===== config.mk =====
export PLATFORM = sky130hd
export DESIGN_NAME = serial_link_receiver_control
export DESIGN_NICKNAME = d
export VERILOG_FILES = /design/src/verilog/rx_ctrl_pkg.sv /design/src/verilog/param_checksum.sv /design/src/verilog/serial_link_receiver_control.sv
export SDC_FILE = /design/constraint.sdc
export NUM_CORES = 1
export LEC_CHECK = 0
export BUFFER_PORTS_ARGS = -buffer_cell sky130_fd_sc_hd__buf_2
export CAP_MARGIN = 30
export CORE_ASPECT_RATIO = 1.4
export CORE_MARGIN = 3
export CORE_UTILIZATION = 50
export DETAILED_ROUTE_END_ITERATION = 10
export PLACE_DENSITY = 0.76
export SETUP_SLACK_MARGIN = 0.2
export SLEW_MARGIN = 15
export SYNTH_ARGS = -nofsm -noshare
export SYNTH_HDL_FRONTEND = slang
export SYNTH_SLANG_ARGS = --single-unit
export TNS_END_PERCENT = 1

===== constraint.sdc =====
create_clock -name mclk -period 2.4 [get_ports mclk]
set_input_delay 0.36 -clock mclk [delete_from_list [all_inputs] [get_ports mclk]]
set_output_delay 0.36 -clock mclk [all_outputs]
set_load 0.01 [all_outputs]

===== src/verilog/rx_ctrl_pkg.sv =====
// constants, types and register map for the serial receiver control block
package rx_ctrl_pkg;

  localparam int ADDR_W     = 15;
  localparam int DATA_W     = 8;
  localparam int PARAM_REGS = 11;

  // register offsets
  localparam logic [ADDR_W-1:0] OFS_TUNE_A   = 15'h02AB;
  localparam logic [ADDR_W-1:0] OFS_CAL_B    = 15'h02AE;
  localparam logic [ADDR_W-1:0] OFS_TUNE_C   = 15'h02B1;
  localparam logic [ADDR_W-1:0] OFS_TUNE_D   = 15'h02B2;
  localparam logic [ADDR_W-1:0] OFS_GEN_CTRL = 15'h0300;

  // address window steered by the link page bit
  localparam logic [ADDR_W-1:0] PAGE_LO = 15'h0401;
  localparam logic [ADDR_W-1:0] PAGE_HI = 15'h047E;

  // reset values
  localparam logic [DATA_W-1:0] RST_TUNE_A   = 8'h93;
  localparam logic [DATA_W-1:0] RST_TUNE_C   = 8'hC3;
  localparam logic [DATA_W-1:0] RST_TUNE_D   = 8'h93;
  localparam logic [DATA_W-1:0] RST_CAL_B    = 8'h00;
  localparam logic [DATA_W-1:0] RST_GEN_CTRL = 8'h00;
  localparam logic [DATA_W-1:0] ZERO_BYTE    = 8'h00;

  // writable bit masks; reserved bits are held at zero
  localparam logic [DATA_W-1:0] MASK_CAL_B    = 8'h01;
  localparam logic [DATA_W-1:0] MASK_GEN_CTRL = 8'h4F;

  // field positions
  localparam int CAL_BIT       = 0;
  localparam int CSUM_BIT      = 6;
  localparam int LINK_MODE_BIT = 3;
  localparam int LINK_PAGE_BIT = 2;
  localparam int LINK_EN_LSB   = 0;
  localparam int LINK_EN_W     = 2;

  // serial frame layout: read flag, 15-bit address, then one data byte, msb first
  localparam int          CNT_W      = 4;
  localparam logic [CNT_W-1:0] INSTR_LAST = 4'hF;
  localparam logic [CNT_W-1:0] DATA_LAST  = 4'h7;
  localparam logic [CNT_W-1:0] CNT_ZERO   = 4'h0;
  localparam logic [CNT_W-1:0] CNT_ONE    = 4'h1;
  localparam int          RW_BIT     = 15;

  typedef enum logic [1:0] {PH_INSTR, PH_DATA, PH_DONE} phase_type;

  // packed link configuration bytes, element 0 is the lowest address
  typedef struct packed {
    logic [PARAM_REGS-1:0][DATA_W-1:0] reg_byte;
  } link_params_type;

  // access handed on to registers outside this block
  typedef struct packed {
    logic              wr;
    logic              rd;
    logic [ADDR_W-1:0] addr;
    logic [DATA_W-1:0] wdata;
    logic              link_sel;
  } ext_bus_type;

  // termination trim values driven to the lane analog
  typedef struct packed {
    logic [DATA_W-1:0] tune_a;
    logic [DATA_W-1:0] tune_c;
    logic [DATA_W-1:0] tune_d;
  } term_tune_type;

endpackage : rx_ctrl_pkg


===== src/verilog/param_checksum.sv =====
// link parameter checksum, by fields or by packed bytes
`timescale 1ns/1ps
module param_checksum
  import rx_ctrl_pkg::*;
(
  input  wire logic            by_bytes,
  input  wire link_params_type params,
  output logic [DATA_W-1:0]    sum
);

  logic [DATA_W-1:0] field_sum;
  logic [DATA_W-1:0] byte_sum;

  // sum of the individual configuration fields, each at its own width
  always_comb
  begin
    field_sum = params.reg_byte[0];
    field_sum = field_sum + {4'h0, params.reg_byte[1][3:0]};
    field_sum = field_sum + {3'h0, params.reg_byte[2][4:0]};
    field_sum = field_sum + {7'h00, params.reg_byte[3][7]};
    field_sum = field_sum + {3'h0, params.reg_byte[3][4:0]};
    field_sum = field_sum + params.reg_byte[4];
    field_sum = field_sum + {3'h0, params.reg_byte[5][4:0]};
    field_sum = field_sum + params.reg_byte[6];
    field_sum = field_sum + {6'h00, params.reg_byte[7][7:6]};
    field_sum = field_sum + {3'h0, params.reg_byte[7][4:0]};
    field_sum = field_sum + {5'h00, params.reg_byte[8][7:5]};
    field_sum = field_sum + {3'h0, params.reg_byte[8][4:0]};
    field_sum = field_sum + {5'h00, params.reg_byte[9][7:5]};
    field_sum = field_sum + {3'h0, params.reg_byte[9][4:0]};
    field_sum = field_sum + {7'h00, params.reg_byte[10][7]};
    field_sum = field_sum + {3'h0, params.reg_byte[10][4:0]};
  end

  // plain byte sum, the 8-bit adder wraps modulo 256
  always_comb
  begin
    byte_sum = ZERO_BYTE;
    for (int i = 0; i < PARAM_REGS; i++)
    begin
      byte_sum = byte_sum + params.reg_byte[i];
    end
  end

  assign sum = by_bytes ? byte_sum : field_sum;

endmodule : param_checksum


===== src/verilog/serial_link_receiver_control.sv =====
// receiver control registers behind the serial configuration port
//
// Behaviour
// - rising edge of calibrate bit starts calibration of lanes two to five.
// - reserved control bits read zero and ignore writes.
// - checksum method bit picks how the stored local checksum is computed.
// - method 0 sums the individual link configuration fields.
// - method 1 sums the packed parameter bytes modulo 256.
// - topology bit selects single link at 0, dual link at 1.
// - page bit exposes link 0 or link 1 register map.
// - paging touches only addresses 0x401 to 0x47E.
// - enable bits bring up the receiver logic per link.
// - enable field 11 both, 01 link 0, 10 link 1, 00 none.
`timescale 1ns/1ps
module serial_link_receiver_control
  import rx_ctrl_pkg::*;
(
  input  wire logic                 mclk,
  input  wire logic                 arst_n,
  input  wire logic                 spi_sclk,
  input  wire logic                 spi_cs_n,
  input  wire logic                 spi_sdio_in,
  output logic                      spi_sdio_out,
  output logic                      spi_sdio_oe,
  output ext_bus_type               ext_req,
  input  wire logic [DATA_W-1:0]    ext_rdata,
  input  wire link_params_type      link_params,
  output term_tune_type             term_tune,
  output logic                      term_calibrate_group_b,
  output logic                      checksum_by_bytes,
  output logic                      link_mode_dual,
  output logic                      link_page,
  output logic [LINK_EN_W-1:0]      link_enable,
  output logic [DATA_W-1:0]         computed_param_sum_store
);

  // pin synchronisers: three stages, a change counts once stages two and three agree
  logic [2:0] sclk_sync_q, cs_sync_q, sdi_sync_q;
  logic       sclk_f_q, cs_f_q, sdi_f_q;
  logic       sclk_f_d, cs_f_d, sdi_f_d;
  logic       sclk_rise, sclk_fall;

  always_comb
  begin
    sclk_f_d = (sclk_sync_q[1] == sclk_sync_q[2]) ? sclk_sync_q[2] : sclk_f_q;
    cs_f_d   = (cs_sync_q[1] == cs_sync_q[2]) ? cs_sync_q[2] : cs_f_q;
    sdi_f_d  = (sdi_sync_q[1] == sdi_sync_q[2]) ? sdi_sync_q[2] : sdi_f_q;
  end

  always_ff @(posedge mclk or negedge arst_n)
  begin
    if (!arst_n)
    begin
      sclk_sync_q <= 3'h0;
      cs_sync_q   <= 3'h7;
      sdi_sync_q  <= 3'h0;
      sclk_f_q    <= 1'b0;
      cs_f_q      <= 1'b1;
      sdi_f_q     <= 1'b0;
    end
    else
    begin
      sclk_sync_q <= {sclk_sync_q[1:0], spi_sclk};
      cs_sync_q   <= {cs_sync_q[1:0], spi_cs_n};
      sdi_sync_q  <= {sdi_sync_q[1:0], spi_sdio_in};
      sclk_f_q    <= sclk_f_d;
      cs_f_q      <= cs_f_d;
      sdi_f_q     <= sdi_f_d;
    end
  end

  // data is sampled on the filtered rising edge, so the bit must be stable with it
  assign sclk_rise = sclk_f_d & ~sclk_f_q;
  assign sclk_fall = ~sclk_f_d & sclk_f_q;

  // frame engine state
  phase_type          phase_q, phase_d;
  logic [CNT_W-1:0]   cnt_q, cnt_d;
  logic [15:0]        instr_q, instr_d;
  logic [DATA_W-1:0]  sh_out_q, sh_out_d;
  logic               oe_q, oe_d;
  ext_bus_type        ext_q, ext_d;

  // local register state
  term_tune_type      tune_q, tune_d;
  logic [DATA_W-1:0]  cal_q, cal_d;
  logic [DATA_W-1:0]  gen_q, gen_d;
  logic               cal_pulse_q, cal_pulse_d;
  logic [DATA_W-1:0]  csum_q;
  logic [DATA_W-1:0]  csum_now;

  logic [ADDR_W-1:0]  acc_addr;
  logic [DATA_W-1:0]  wr_byte;
  logic               is_local;
  logic               in_page;
  logic [DATA_W-1:0]  local_rdata;

  // next instruction word once the current edge shifts in
  assign acc_addr = instr_d[ADDR_W-1:0];
  assign wr_byte  = {sh_out_q[DATA_W-2:0], sdi_f_d};
  assign in_page  = (acc_addr >= PAGE_LO) && (acc_addr <= PAGE_HI);

  // local read mux; unmapped local bits are zero
  always_comb
  begin
    is_local    = 1'b1;
    local_rdata = ZERO_BYTE;
    unique case (acc_addr)
      OFS_TUNE_A:   local_rdata = tune_q.tune_a;
      OFS_CAL_B:    local_rdata = cal_q;
      OFS_TUNE_C:   local_rdata = tune_q.tune_c;
      OFS_TUNE_D:   local_rdata = tune_q.tune_d;
      OFS_GEN_CTRL: local_rdata = gen_q;
      default:      is_local    = 1'b0;
    endcase
  end

  // frame sequencing, register writes and hand-off of foreign addresses
  always_comb
  begin
    phase_d     = phase_q;
    cnt_d       = cnt_q;
    instr_d     = instr_q;
    sh_out_d    = sh_out_q;
    oe_d        = oe_q;
    ext_d       = ext_q;
    ext_d.wr    = 1'b0;
    ext_d.rd    = 1'b0;
    tune_d      = tune_q;
    cal_d       = cal_q;
    gen_d       = gen_q;
    cal_pulse_d = 1'b0;
    if (cs_f_q)
    begin
      // deselect aborts any partial frame
      phase_d = PH_INSTR;
      cnt_d   = CNT_ZERO;
      oe_d    = 1'b0;
    end
    else
    begin
      unique case (phase_q)
        PH_INSTR:
        begin
          if (sclk_rise)
          begin
            instr_d = {instr_q[14:0], sdi_f_d};
            cnt_d   = cnt_q + CNT_ONE;
            if (cnt_q == INSTR_LAST)
            begin
              phase_d    = PH_DATA;
              cnt_d      = CNT_ZERO;
              sh_out_d   = ZERO_BYTE;
              ext_d.addr = acc_addr;
              // page steering applies only inside its window
              ext_d.link_sel = in_page & gen_q[LINK_PAGE_BIT];
              if (instr_d[RW_BIT])
              begin
                oe_d     = 1'b1;
                sh_out_d = is_local ? local_rdata : ext_rdata;
                ext_d.rd = ~is_local;
              end
            end
          end
        end
        PH_DATA:
        begin
          if (instr_q[RW_BIT])
          begin
            // read: bit 7 already stands from the instruction end, so the fall after
            // the last instruction rise must not shift or the msb would be lost
            if (sclk_fall && (cnt_q != CNT_ZERO))
            begin
              sh_out_d = {sh_out_q[DATA_W-2:0], 1'b0};
            end
            if (sclk_rise)
            begin
              cnt_d = cnt_q + CNT_ONE;
              if (cnt_q == DATA_LAST)
              begin
                phase_d = PH_DONE;
              end
            end
          end
          else if (sclk_rise)
          begin
            sh_out_d = wr_byte;
            cnt_d    = cnt_q + CNT_ONE;
            if (cnt_q == DATA_LAST)
            begin
              phase_d = PH_DONE;
              unique case (ext_q.addr)
                OFS_TUNE_A: tune_d.tune_a = wr_byte;
                OFS_TUNE_C: tune_d.tune_c = wr_byte;
                OFS_TUNE_D: tune_d.tune_d = wr_byte;
                OFS_CAL_B:
                begin
                  cal_d       = wr_byte & MASK_CAL_B;
                  cal_pulse_d = wr_byte[CAL_BIT] & ~cal_q[CAL_BIT];
                end
                OFS_GEN_CTRL: gen_d = wr_byte & MASK_GEN_CTRL;
                default:
                begin
                  ext_d.wr    = 1'b1;
                  ext_d.wdata = wr_byte;
                end
              endcase
            end
          end
        end
        PH_DONE:
        begin
          // one byte per frame; stop driving once the byte is out
          if (sclk_fall)
          begin
            oe_d = 1'b0;
          end
        end
      endcase
    end
  end

  always_ff @(posedge mclk or negedge arst_n)
  begin
    if (!arst_n)
    begin
      phase_q     <= PH_INSTR;
      cnt_q       <= CNT_ZERO;
      instr_q     <= 16'h0000;
      sh_out_q    <= ZERO_BYTE;
      oe_q        <= 1'b0;
      ext_q       <= '0;
      tune_q      <= {RST_TUNE_A, RST_TUNE_C, RST_TUNE_D};
      cal_q       <= RST_CAL_B;
      gen_q       <= RST_GEN_CTRL;
      cal_pulse_q <= 1'b0;
    end
    else
    begin
      phase_q     <= phase_d;
      cnt_q       <= cnt_d;
      instr_q     <= instr_d;
      sh_out_q    <= sh_out_d;
      oe_q        <= oe_d;
      ext_q       <= ext_d;
      tune_q      <= tune_d;
      cal_q       <= cal_d;
      gen_q       <= gen_d;
      cal_pulse_q <= cal_pulse_d;
    end
  end

  // checksum recomputed every cycle so it tracks parameter and method changes
  param_checksum u_checksum
  (
    .by_bytes (gen_q[CSUM_BIT]),
    .params   (link_params),
    .sum      (csum_now)
  );

  always_ff @(posedge mclk or negedge arst_n)
  begin
    if (!arst_n)
    begin
      csum_q <= ZERO_BYTE;
    end
    else
    begin
      csum_q <= csum_now;
    end
  end

  // outputs straight from registers
  assign spi_sdio_out             = sh_out_q[DATA_W-1];
  assign spi_sdio_oe              = oe_q;
  assign ext_req                  = ext_q;
  assign term_tune                = tune_q;
  assign term_calibrate_group_b   = cal_pulse_q;
  assign checksum_by_bytes        = gen_q[CSUM_BIT];
  assign link_mode_dual           = gen_q[LINK_MODE_BIT];
  assign link_page                = gen_q[LINK_PAGE_BIT];
  // each bit enables its own link, so 11 both, 01 link 0, 10 link 1
  assign link_enable              = gen_q[LINK_EN_LSB +: LINK_EN_W];
  assign computed_param_sum_store = csum_q;

endmodule : serial_link_receiver_control


# Word-level counts from Yosys, hierarchy flattened
# Cells that the tools add are included.
dict set report classes {
  n_reduce_logical 21
  bitwise_logic 11
  eq_ne 27
  order_cmp 2
  addsub 26
  n_mux 57
}
# op n
set ops {}
lappend ops {{$eq 15x10->1 const B} 10}
lappend ops {{$mux 8} 13}
lappend ops {{$add 8x8->8} 12}
lappend ops {{$add 8x5->8} 7}
lappend ops {{$mux 16} 3}
lappend ops {{$mux 15} 3}
lappend ops {{$reduce_and 6->1} 7}
lappend ops {{$pmux 8 s5} 1}
lappend ops {{$mux 26} 1}
lappend ops {{$ne 3x3->1 const B} 8}
lappend ops {{$mux 1} 23}
lappend ops {{$add 8x1->8} 2}
lappend ops {{$add 8x3->8} 2}
lappend ops {{$mux 4} 4}
lappend ops {{$pmux 8 s2} 1}
lappend ops {{$ge 15x11->1 const B} 1}
lappend ops {{$le 15x11->1 const B} 1}
lappend ops {{$mux 2} 5}
lappend ops {{$reduce_and 5->1} 2}
lappend ops {{$reduce_or 5->1} 2}
lappend ops {{$add 8x2->8} 1}
lappend ops {{$add 8x4->8} 1}
lappend ops {{$pmux 4 s2} 1}
lappend ops {{$not 1->1} 7}
lappend ops {{17 further kinds} 26}
dict set report totals {
  elab_cells 168
  output_inout_bits 66
  in_bits 101
  register_bits 108
}

# Depth between registers and ports, before layout
dict set report depth {
  ltp_word 16
  mapped_depth 19
  depth_no_buf 19
}

# Cells and area by module
# A second synthesis with hierarchy kept.
dict set report unflattened {
  cells_unflattened 783
  area_unflattened_um2 8219.1
}
# module instances area_each_um2 cells_per_inst
set modules_own_cells {}
lappend modules_own_cells {serial_link_receiver_control 1 4802.1 428}
lappend modules_own_cells {param_checksum 1 3417.0 355}

# Worst setup path after synthesis
# No wires, ideal clock.
dict set report synth_path {
  kind {input port to flip-flop}
  start {input link_params[3] (netlist name)}
  end {register csum_q[7] (netlist: computed_param_sum_store[7])}
  setup_slack_ns -2.029
  n_path_buf 0
  arrival_time_ns 4.351
  stages 17
  path_cell_list {inv_1 -> fa_1 -> inv_1 -> fa_1 -> fa_1 -> fa_1 -> inv_1 -> fa_1 -> inv_1 -> ha_1 -> a21o_1 -> a21oi_1 -> o21bai_1 -> a21oi_1 -> xnor2_1 -> nor2_1 -> a21oi_1}
}
dict set report synth_via {
  elab_chain_cells 16
  word_cells_on_any_way 26
}
# item line_no
set synth_lines {}
lappend synth_lines {{start: declaration} serial_link_receiver_control.sv:27} ;# input wire link_params_type link_params,
lappend synth_lines {{$add 8x4->8} param_checksum.sv:18} ;# field_sum = field_sum + {4'h0, params.reg_byte[1][3:0]};
lappend synth_lines {{$add 8x5->8} param_checksum.sv:19} ;# field_sum = field_sum + {3'h0, params.reg_byte[2][4:0]};
lappend synth_lines {{$add 8x1->8} param_checksum.sv:20} ;# field_sum = field_sum + {7'h00, params.reg_byte[3][7]};
lappend synth_lines {{$add 8x5->8} param_checksum.sv:21} ;# field_sum = field_sum + {3'h0, params.reg_byte[3][4:0]};
lappend synth_lines {{$add 8x8->8} param_checksum.sv:22} ;# field_sum = field_sum + params.reg_byte[4];
lappend synth_lines {{$add 8x5->8} param_checksum.sv:23} ;# field_sum = field_sum + {3'h0, params.reg_byte[5][4:0]};
lappend synth_lines {{$add 8x8->8} param_checksum.sv:24} ;# field_sum = field_sum + params.reg_byte[6];
lappend synth_lines {{$add 8x2->8} param_checksum.sv:25} ;# field_sum = field_sum + {6'h00, params.reg_byte[7][7:6]};
lappend synth_lines {{$add 8x5->8} param_checksum.sv:26} ;# field_sum = field_sum + {3'h0, params.reg_byte[7][4:0]};
lappend synth_lines {{$add 8x3->8} param_checksum.sv:27} ;# field_sum = field_sum + {5'h00, params.reg_byte[8][7:5]};
lappend synth_lines {{$add 8x5->8} param_checksum.sv:28} ;# field_sum = field_sum + {3'h0, params.reg_byte[8][4:0]};
lappend synth_lines {{$add 8x3->8} param_checksum.sv:29} ;# field_sum = field_sum + {5'h00, params.reg_byte[9][7:5]};
lappend synth_lines {{$add 8x5->8} param_checksum.sv:30} ;# field_sum = field_sum + {3'h0, params.reg_byte[9][4:0]};
lappend synth_lines {{$add 8x1->8} param_checksum.sv:31} ;# field_sum = field_sum + {7'h00, params.reg_byte[10][7]};
lappend synth_lines {{$add 8x5->8} param_checksum.sv:32} ;# field_sum = field_sum + {3'h0, params.reg_byte[10][4:0]};
lappend synth_lines {{$mux 8 (*)} param_checksum.sv:45} ;# assign sum = by_bytes ? byte_sum : field_sum;
lappend synth_lines {{named net csum_now[7]} serial_link_receiver_control.sv:90} ;# logic [DATA_W-1:0] csum_now;
lappend synth_lines {{end signal: assignment} serial_link_receiver_control.sv:269} ;# csum_q <= csum_now;
lappend synth_lines {{end: declaration} serial_link_receiver_control.sv:89} ;# logic [DATA_W-1:0] csum_q;
# Mark *: on every way through the listed nets, which the timed path passes. The rest lies on a longest branch.
# A chain may end at the register's enable or synchronous reset.

# Worst setup path in the final report
dict set report layout_path {
  start {input link_params[18] (netlist name)}
  end {register csum_q[6] (netlist: computed_param_sum_store[6])}
}
dict set report layout_via {
  elab_chain_cells 15
  word_cells_on_any_way 24
}
# item line_no
set layout_lines {}
lappend layout_lines {{$add 8x5->8} param_checksum.sv:19}
lappend layout_lines {{$add 8x1->8} param_checksum.sv:20}
lappend layout_lines {{$add 8x5->8} param_checksum.sv:21}
lappend layout_lines {{$add 8x8->8} param_checksum.sv:22}
lappend layout_lines {{$add 8x5->8} param_checksum.sv:23}
lappend layout_lines {{$add 8x8->8} param_checksum.sv:24}
lappend layout_lines {{$add 8x2->8} param_checksum.sv:25}
lappend layout_lines {{$add 8x5->8} param_checksum.sv:26}
lappend layout_lines {{$add 8x3->8} param_checksum.sv:27}
lappend layout_lines {{$add 8x5->8} param_checksum.sv:28}
lappend layout_lines {{$add 8x3->8} param_checksum.sv:29}
lappend layout_lines {{$add 8x5->8} param_checksum.sv:30}
lappend layout_lines {{$add 8x1->8} param_checksum.sv:31}
lappend layout_lines {{$add 8x5->8} param_checksum.sv:32}
lappend layout_lines {{$mux 8 (*)} param_checksum.sv:45}
lappend layout_lines {{named net csum_now[6]} serial_link_receiver_control.sv:90}
# Marked as above.

==> results.sh <==
export IMPL_status="finished with violations"
export IMPL_violations="setup timing"
export IMPL_finalSetupViolCount=28
export IMPL_avgSynthCellArea_um2=10.5
export IMPL_rows=55
export IMPL_relSlewSlack_pct=58.0
export IMPL_syn_inst=802
export IMPL_final_critical_path_setup_slack_ns=-1.68
export IMPL_crit_path_frequent_cell="fa_1"
export IMPL_grt_ovfl_total=0
export IMPL_dp_hpwl_mm=18.2
export IMPL_grt_pass1_wl_mm=36.6
export IMPL_crit_family="adder cells"
export IMPL_syn_area_um2=8420
export IMPL_min_period_ns=4.08
export IMPL_h_tree_depth=3
export IMPL_critPathKind="input port to flip-flop"
export IMPL_clkSinkCount=108
export IMPL_end_kind="flip-flop"
export IMPL_antenna_left=0
export IMPL_start_kind="input port"
export IMPL_required_ns=2.68
export IMPL_fin_crit_sh_pct=170
export IMPL_first_pass_iters=4
export IMPL_cts_tree="yes"
export IMPL_clock_fmax_ghz=0.245
export IMPL_leakage_uw=0.00574
export IMPL_drv_cap=0
export IMPL_grt_pass1_vias=7475
export IMPL_holdBufCountCts=0
export IMPL_yosys_warnings=0
export IMPL_core_area_um2=16300
export IMPL_start_util_pct=51.6
export IMPL_path_cells="buf_2 -> inv_2 -> fa_1 -> inv_2 -> fa_2 -> fa_1 -> fa_1 -> inv_1 -> fa_1 -> inv_2 -> ha_4 -> fa_2 -> a21oi_2 -> nor2_1 -> nor2_1 -> xnor2_1 -> nand2_1 -> o21ai_1"
export IMPL_slew_violations=0
export IMPL_antenna_found_initial=1
export IMPL_met2_length_mm=12.1
export IMPL_hold_class="input port to async pin"
export IMPL_slowest_stage="fa_2"
export IMPL_routed_via_density=5.26
export IMPL_drive_gt1_share_pct=39.0
export IMPL_grt_usage_pct=25.4
export IMPL_portBuffers=166
export IMPL_drt_iter0_markers=426
export IMPL_wl_met3_mm=1.30
export IMPL_cp_max_fo=2
export IMPL_final_core_util_pct=66.3
export IMPL_place_gp_congestion=0.914
export IMPL_whs_ns=0.0303
export IMPL_n_fill_cell=1250
export IMPL_wl_per_cell_um=17.6
export IMPL_worst_ep_arrival_time_ns=4.36
export IMPL_dieArea_um2=18400
export IMPL_irDropWorstVdd_v=0.00114
export IMPL_cts_buffers=9
export IMPL_finClkSkew_ns=0.0130
export IMPL_worst_pin_slew_ns=0.627
export IMPL_ys_seq_area_share_pct=32.4
export IMPL_ys_seq_elements=108
export IMPL_synth_edf_count=0
export IMPL_synth_async_reset_ratio_pct=100
export IMPL_totalWireLength_mm=22.3
export IMPL_die_w_um=116
export IMPL_fin_area_um2=10800
export IMPL_cpPeakStageDelay_ns=0.64
export IMPL_dpl_cell_area_um2=10200
export IMPL_critical_path_buf_inv_count=5
export IMPL_rsz0062_at_grt="yes"
export IMPL_clock_latency_ns=0.36
export IMPL_drc=0
export IMPL_power_density_nw_per_um2=1110
export IMPL_total_power_uw=12000
export IMPL_die_h_um=160
export IMPL_clockRootBuffer="clkbuf_16"
export IMPL_synth_nets=1030
export IMPL_routed_top_layer="met5"
export IMPL_io_pin_count=167
export IMPL_synth_cell_types=64
export IMPL_clock_path_buffers=2
export IMPL_ys_flop_type="dfrtp_1"
export IMPL_cts_clk_slew_worst_paths_ns=0.07
export IMPL_via_count=6655
export IMPL_drt_met1_wl_mm=7.66
export IMPL_grt_max_degree=109
export IMPL_hold_viol=0
export IMPL_area_delta_synth_final_pct=28.5
export IMPL_most_common_layout_cells="inv_1 (165), buf_2 (165), buf_4 (96), dfrtp_1 (91), fa_1 (88)"
export IMPL_num_antenna_cells=0
export IMPL_layout_nets=1290
routing by layer:
| metal | global-route usage [%] | vias to the layer above |
|---|---|---|
| met2 | 46.5 | 226 |
| met3 | 4.49 | 70 |
| met1 | 27.3 | 3252 |
| met4 | 12.7 | 2 |
| li1 | - | 3105 |
| met5 | 0 | - |
report_power, final:
part	switching (uW)	internal, uW
logic	4050	4290
registers	83.2	2020
clock network	761	851
kinds of logic (layout without fill, tap and decap cells):
group	Yosys count	after routing	share of synthesized area [%]
flops	108	108	32.4
fa+ha+maj	130	130	27.8
mux	57	57	7.57
compound gates	96	96	7.60
xor+xnor	38	38	3.95
buf+inv	196	461	8.97
simple gates	177	177	11.8
final cells by class:
type / instances / area, um^2 / share of cell area (%)
multi-input cells: 498 / 5170 / 47.8
flip-flops and latches: 108 / 2720 / 25.2
repair buffers: 271 / 1680 / 15.5
inverters: 174 / 661 / 6.11
well taps: 199 / 249 / 2.30
clock buffers: 9 / 225 / 2.08
clock inverters: 7 / 103 / 0.949
flip-flops by register name, summed over array words and instances, names as in the netlist, 2 cells and up:
register	cells
phase_q	2
sh_out_q	8
gen_q	5
term_tune	24
instr_q	16
computed_param_sum_store	8
sclk_sync_q	3
cnt_q	4
cs_sync_q	3
ext_req	26
sdi_sync_q	3
through the flow:
step | setup TNS [ns] | setup slack, ns | instances
2_1_floorplan | -10.50 | -1.76 | 802
3_3_place_gp | -16.78 | -2.08 | 1250
3_5_place_dp | -19.98 | -2.18 | 1250
4_1_cts | -11.12 | -1.68 | 1266
5_1_grt | -15.64 | -1.87 | 1266
6_report | -11.39 | -1.68 | 1266
final timing paths:
check / from / to / slack [ns] / depth (start not counted)
hold / removal: arst_n / cnt_q[2]$_DFFE_PN0P_ / 0.03 / 2
hold reg to reg: sclk_sync_q[0]$_DFF_PN0_ / sclk_sync_q[1]$_DFF_PN0_ / 0.35 / 0
max in group asynchronous: arst_n / instr_q[5]$_DFF_PN0_ / 1.84 / 2
setup reg to reg: ext_req[21]$_DFFE_PN0P_ / ext_req[6]$_DFFE_PN0P_ / -0.17 / 9
setup / recovery: link_params[18] / computed_param_sum_store[6]$_DFF_PN0_ / -1.68 / 18
min in group mclk: spi_cs_n / cs_sync_q[0]$_DFF_PN1_ / 0.11 / 1
synth_stat cells (5+ instances only):
cell | n | area [um^2]
a21o_1 | 8 | 60.1
a21oi_1 | 19 | 95.1
a22oi_1 | 7 | 52.6
a31oi_1 | 13 | 81.3
clkbuf_1 | 17 | 63.8
dfrtp_1 | 92 | 2300
dfstp_2 | 16 | 420
fa_1 | 96 | 1920
ha_1 | 31 | 388
inv_1 | 174 | 653
mux2_2 | 53 | 597
nand2_1 | 64 | 240
nand3_1 | 13 | 65.1
nand4_1 | 5 | 31.3
nor2_1 | 31 | 116
nor2b_1 | 12 | 75.1
nor3_1 | 6 | 30.0
o21a_1 | 6 | 45.0
o21ai_0 | 13 | 65.1
o21ai_1 | 6 | 30.0
xnor2_1 | 27 | 236
xor2_1 | 11 | 96.3
what timing repair did:
| item | 4_1_cts | 5_1_grt |
|---|---|---|
| buffers inserted | 0 | 0 |
| resized for setup | 49 | 8 |
| pin swaps | 43 | 9 |
| endpoints found under the setup margin | 58 | 58 |
| gates cloned | 0 | 0 |
Power figures use the tool's default switching activity.
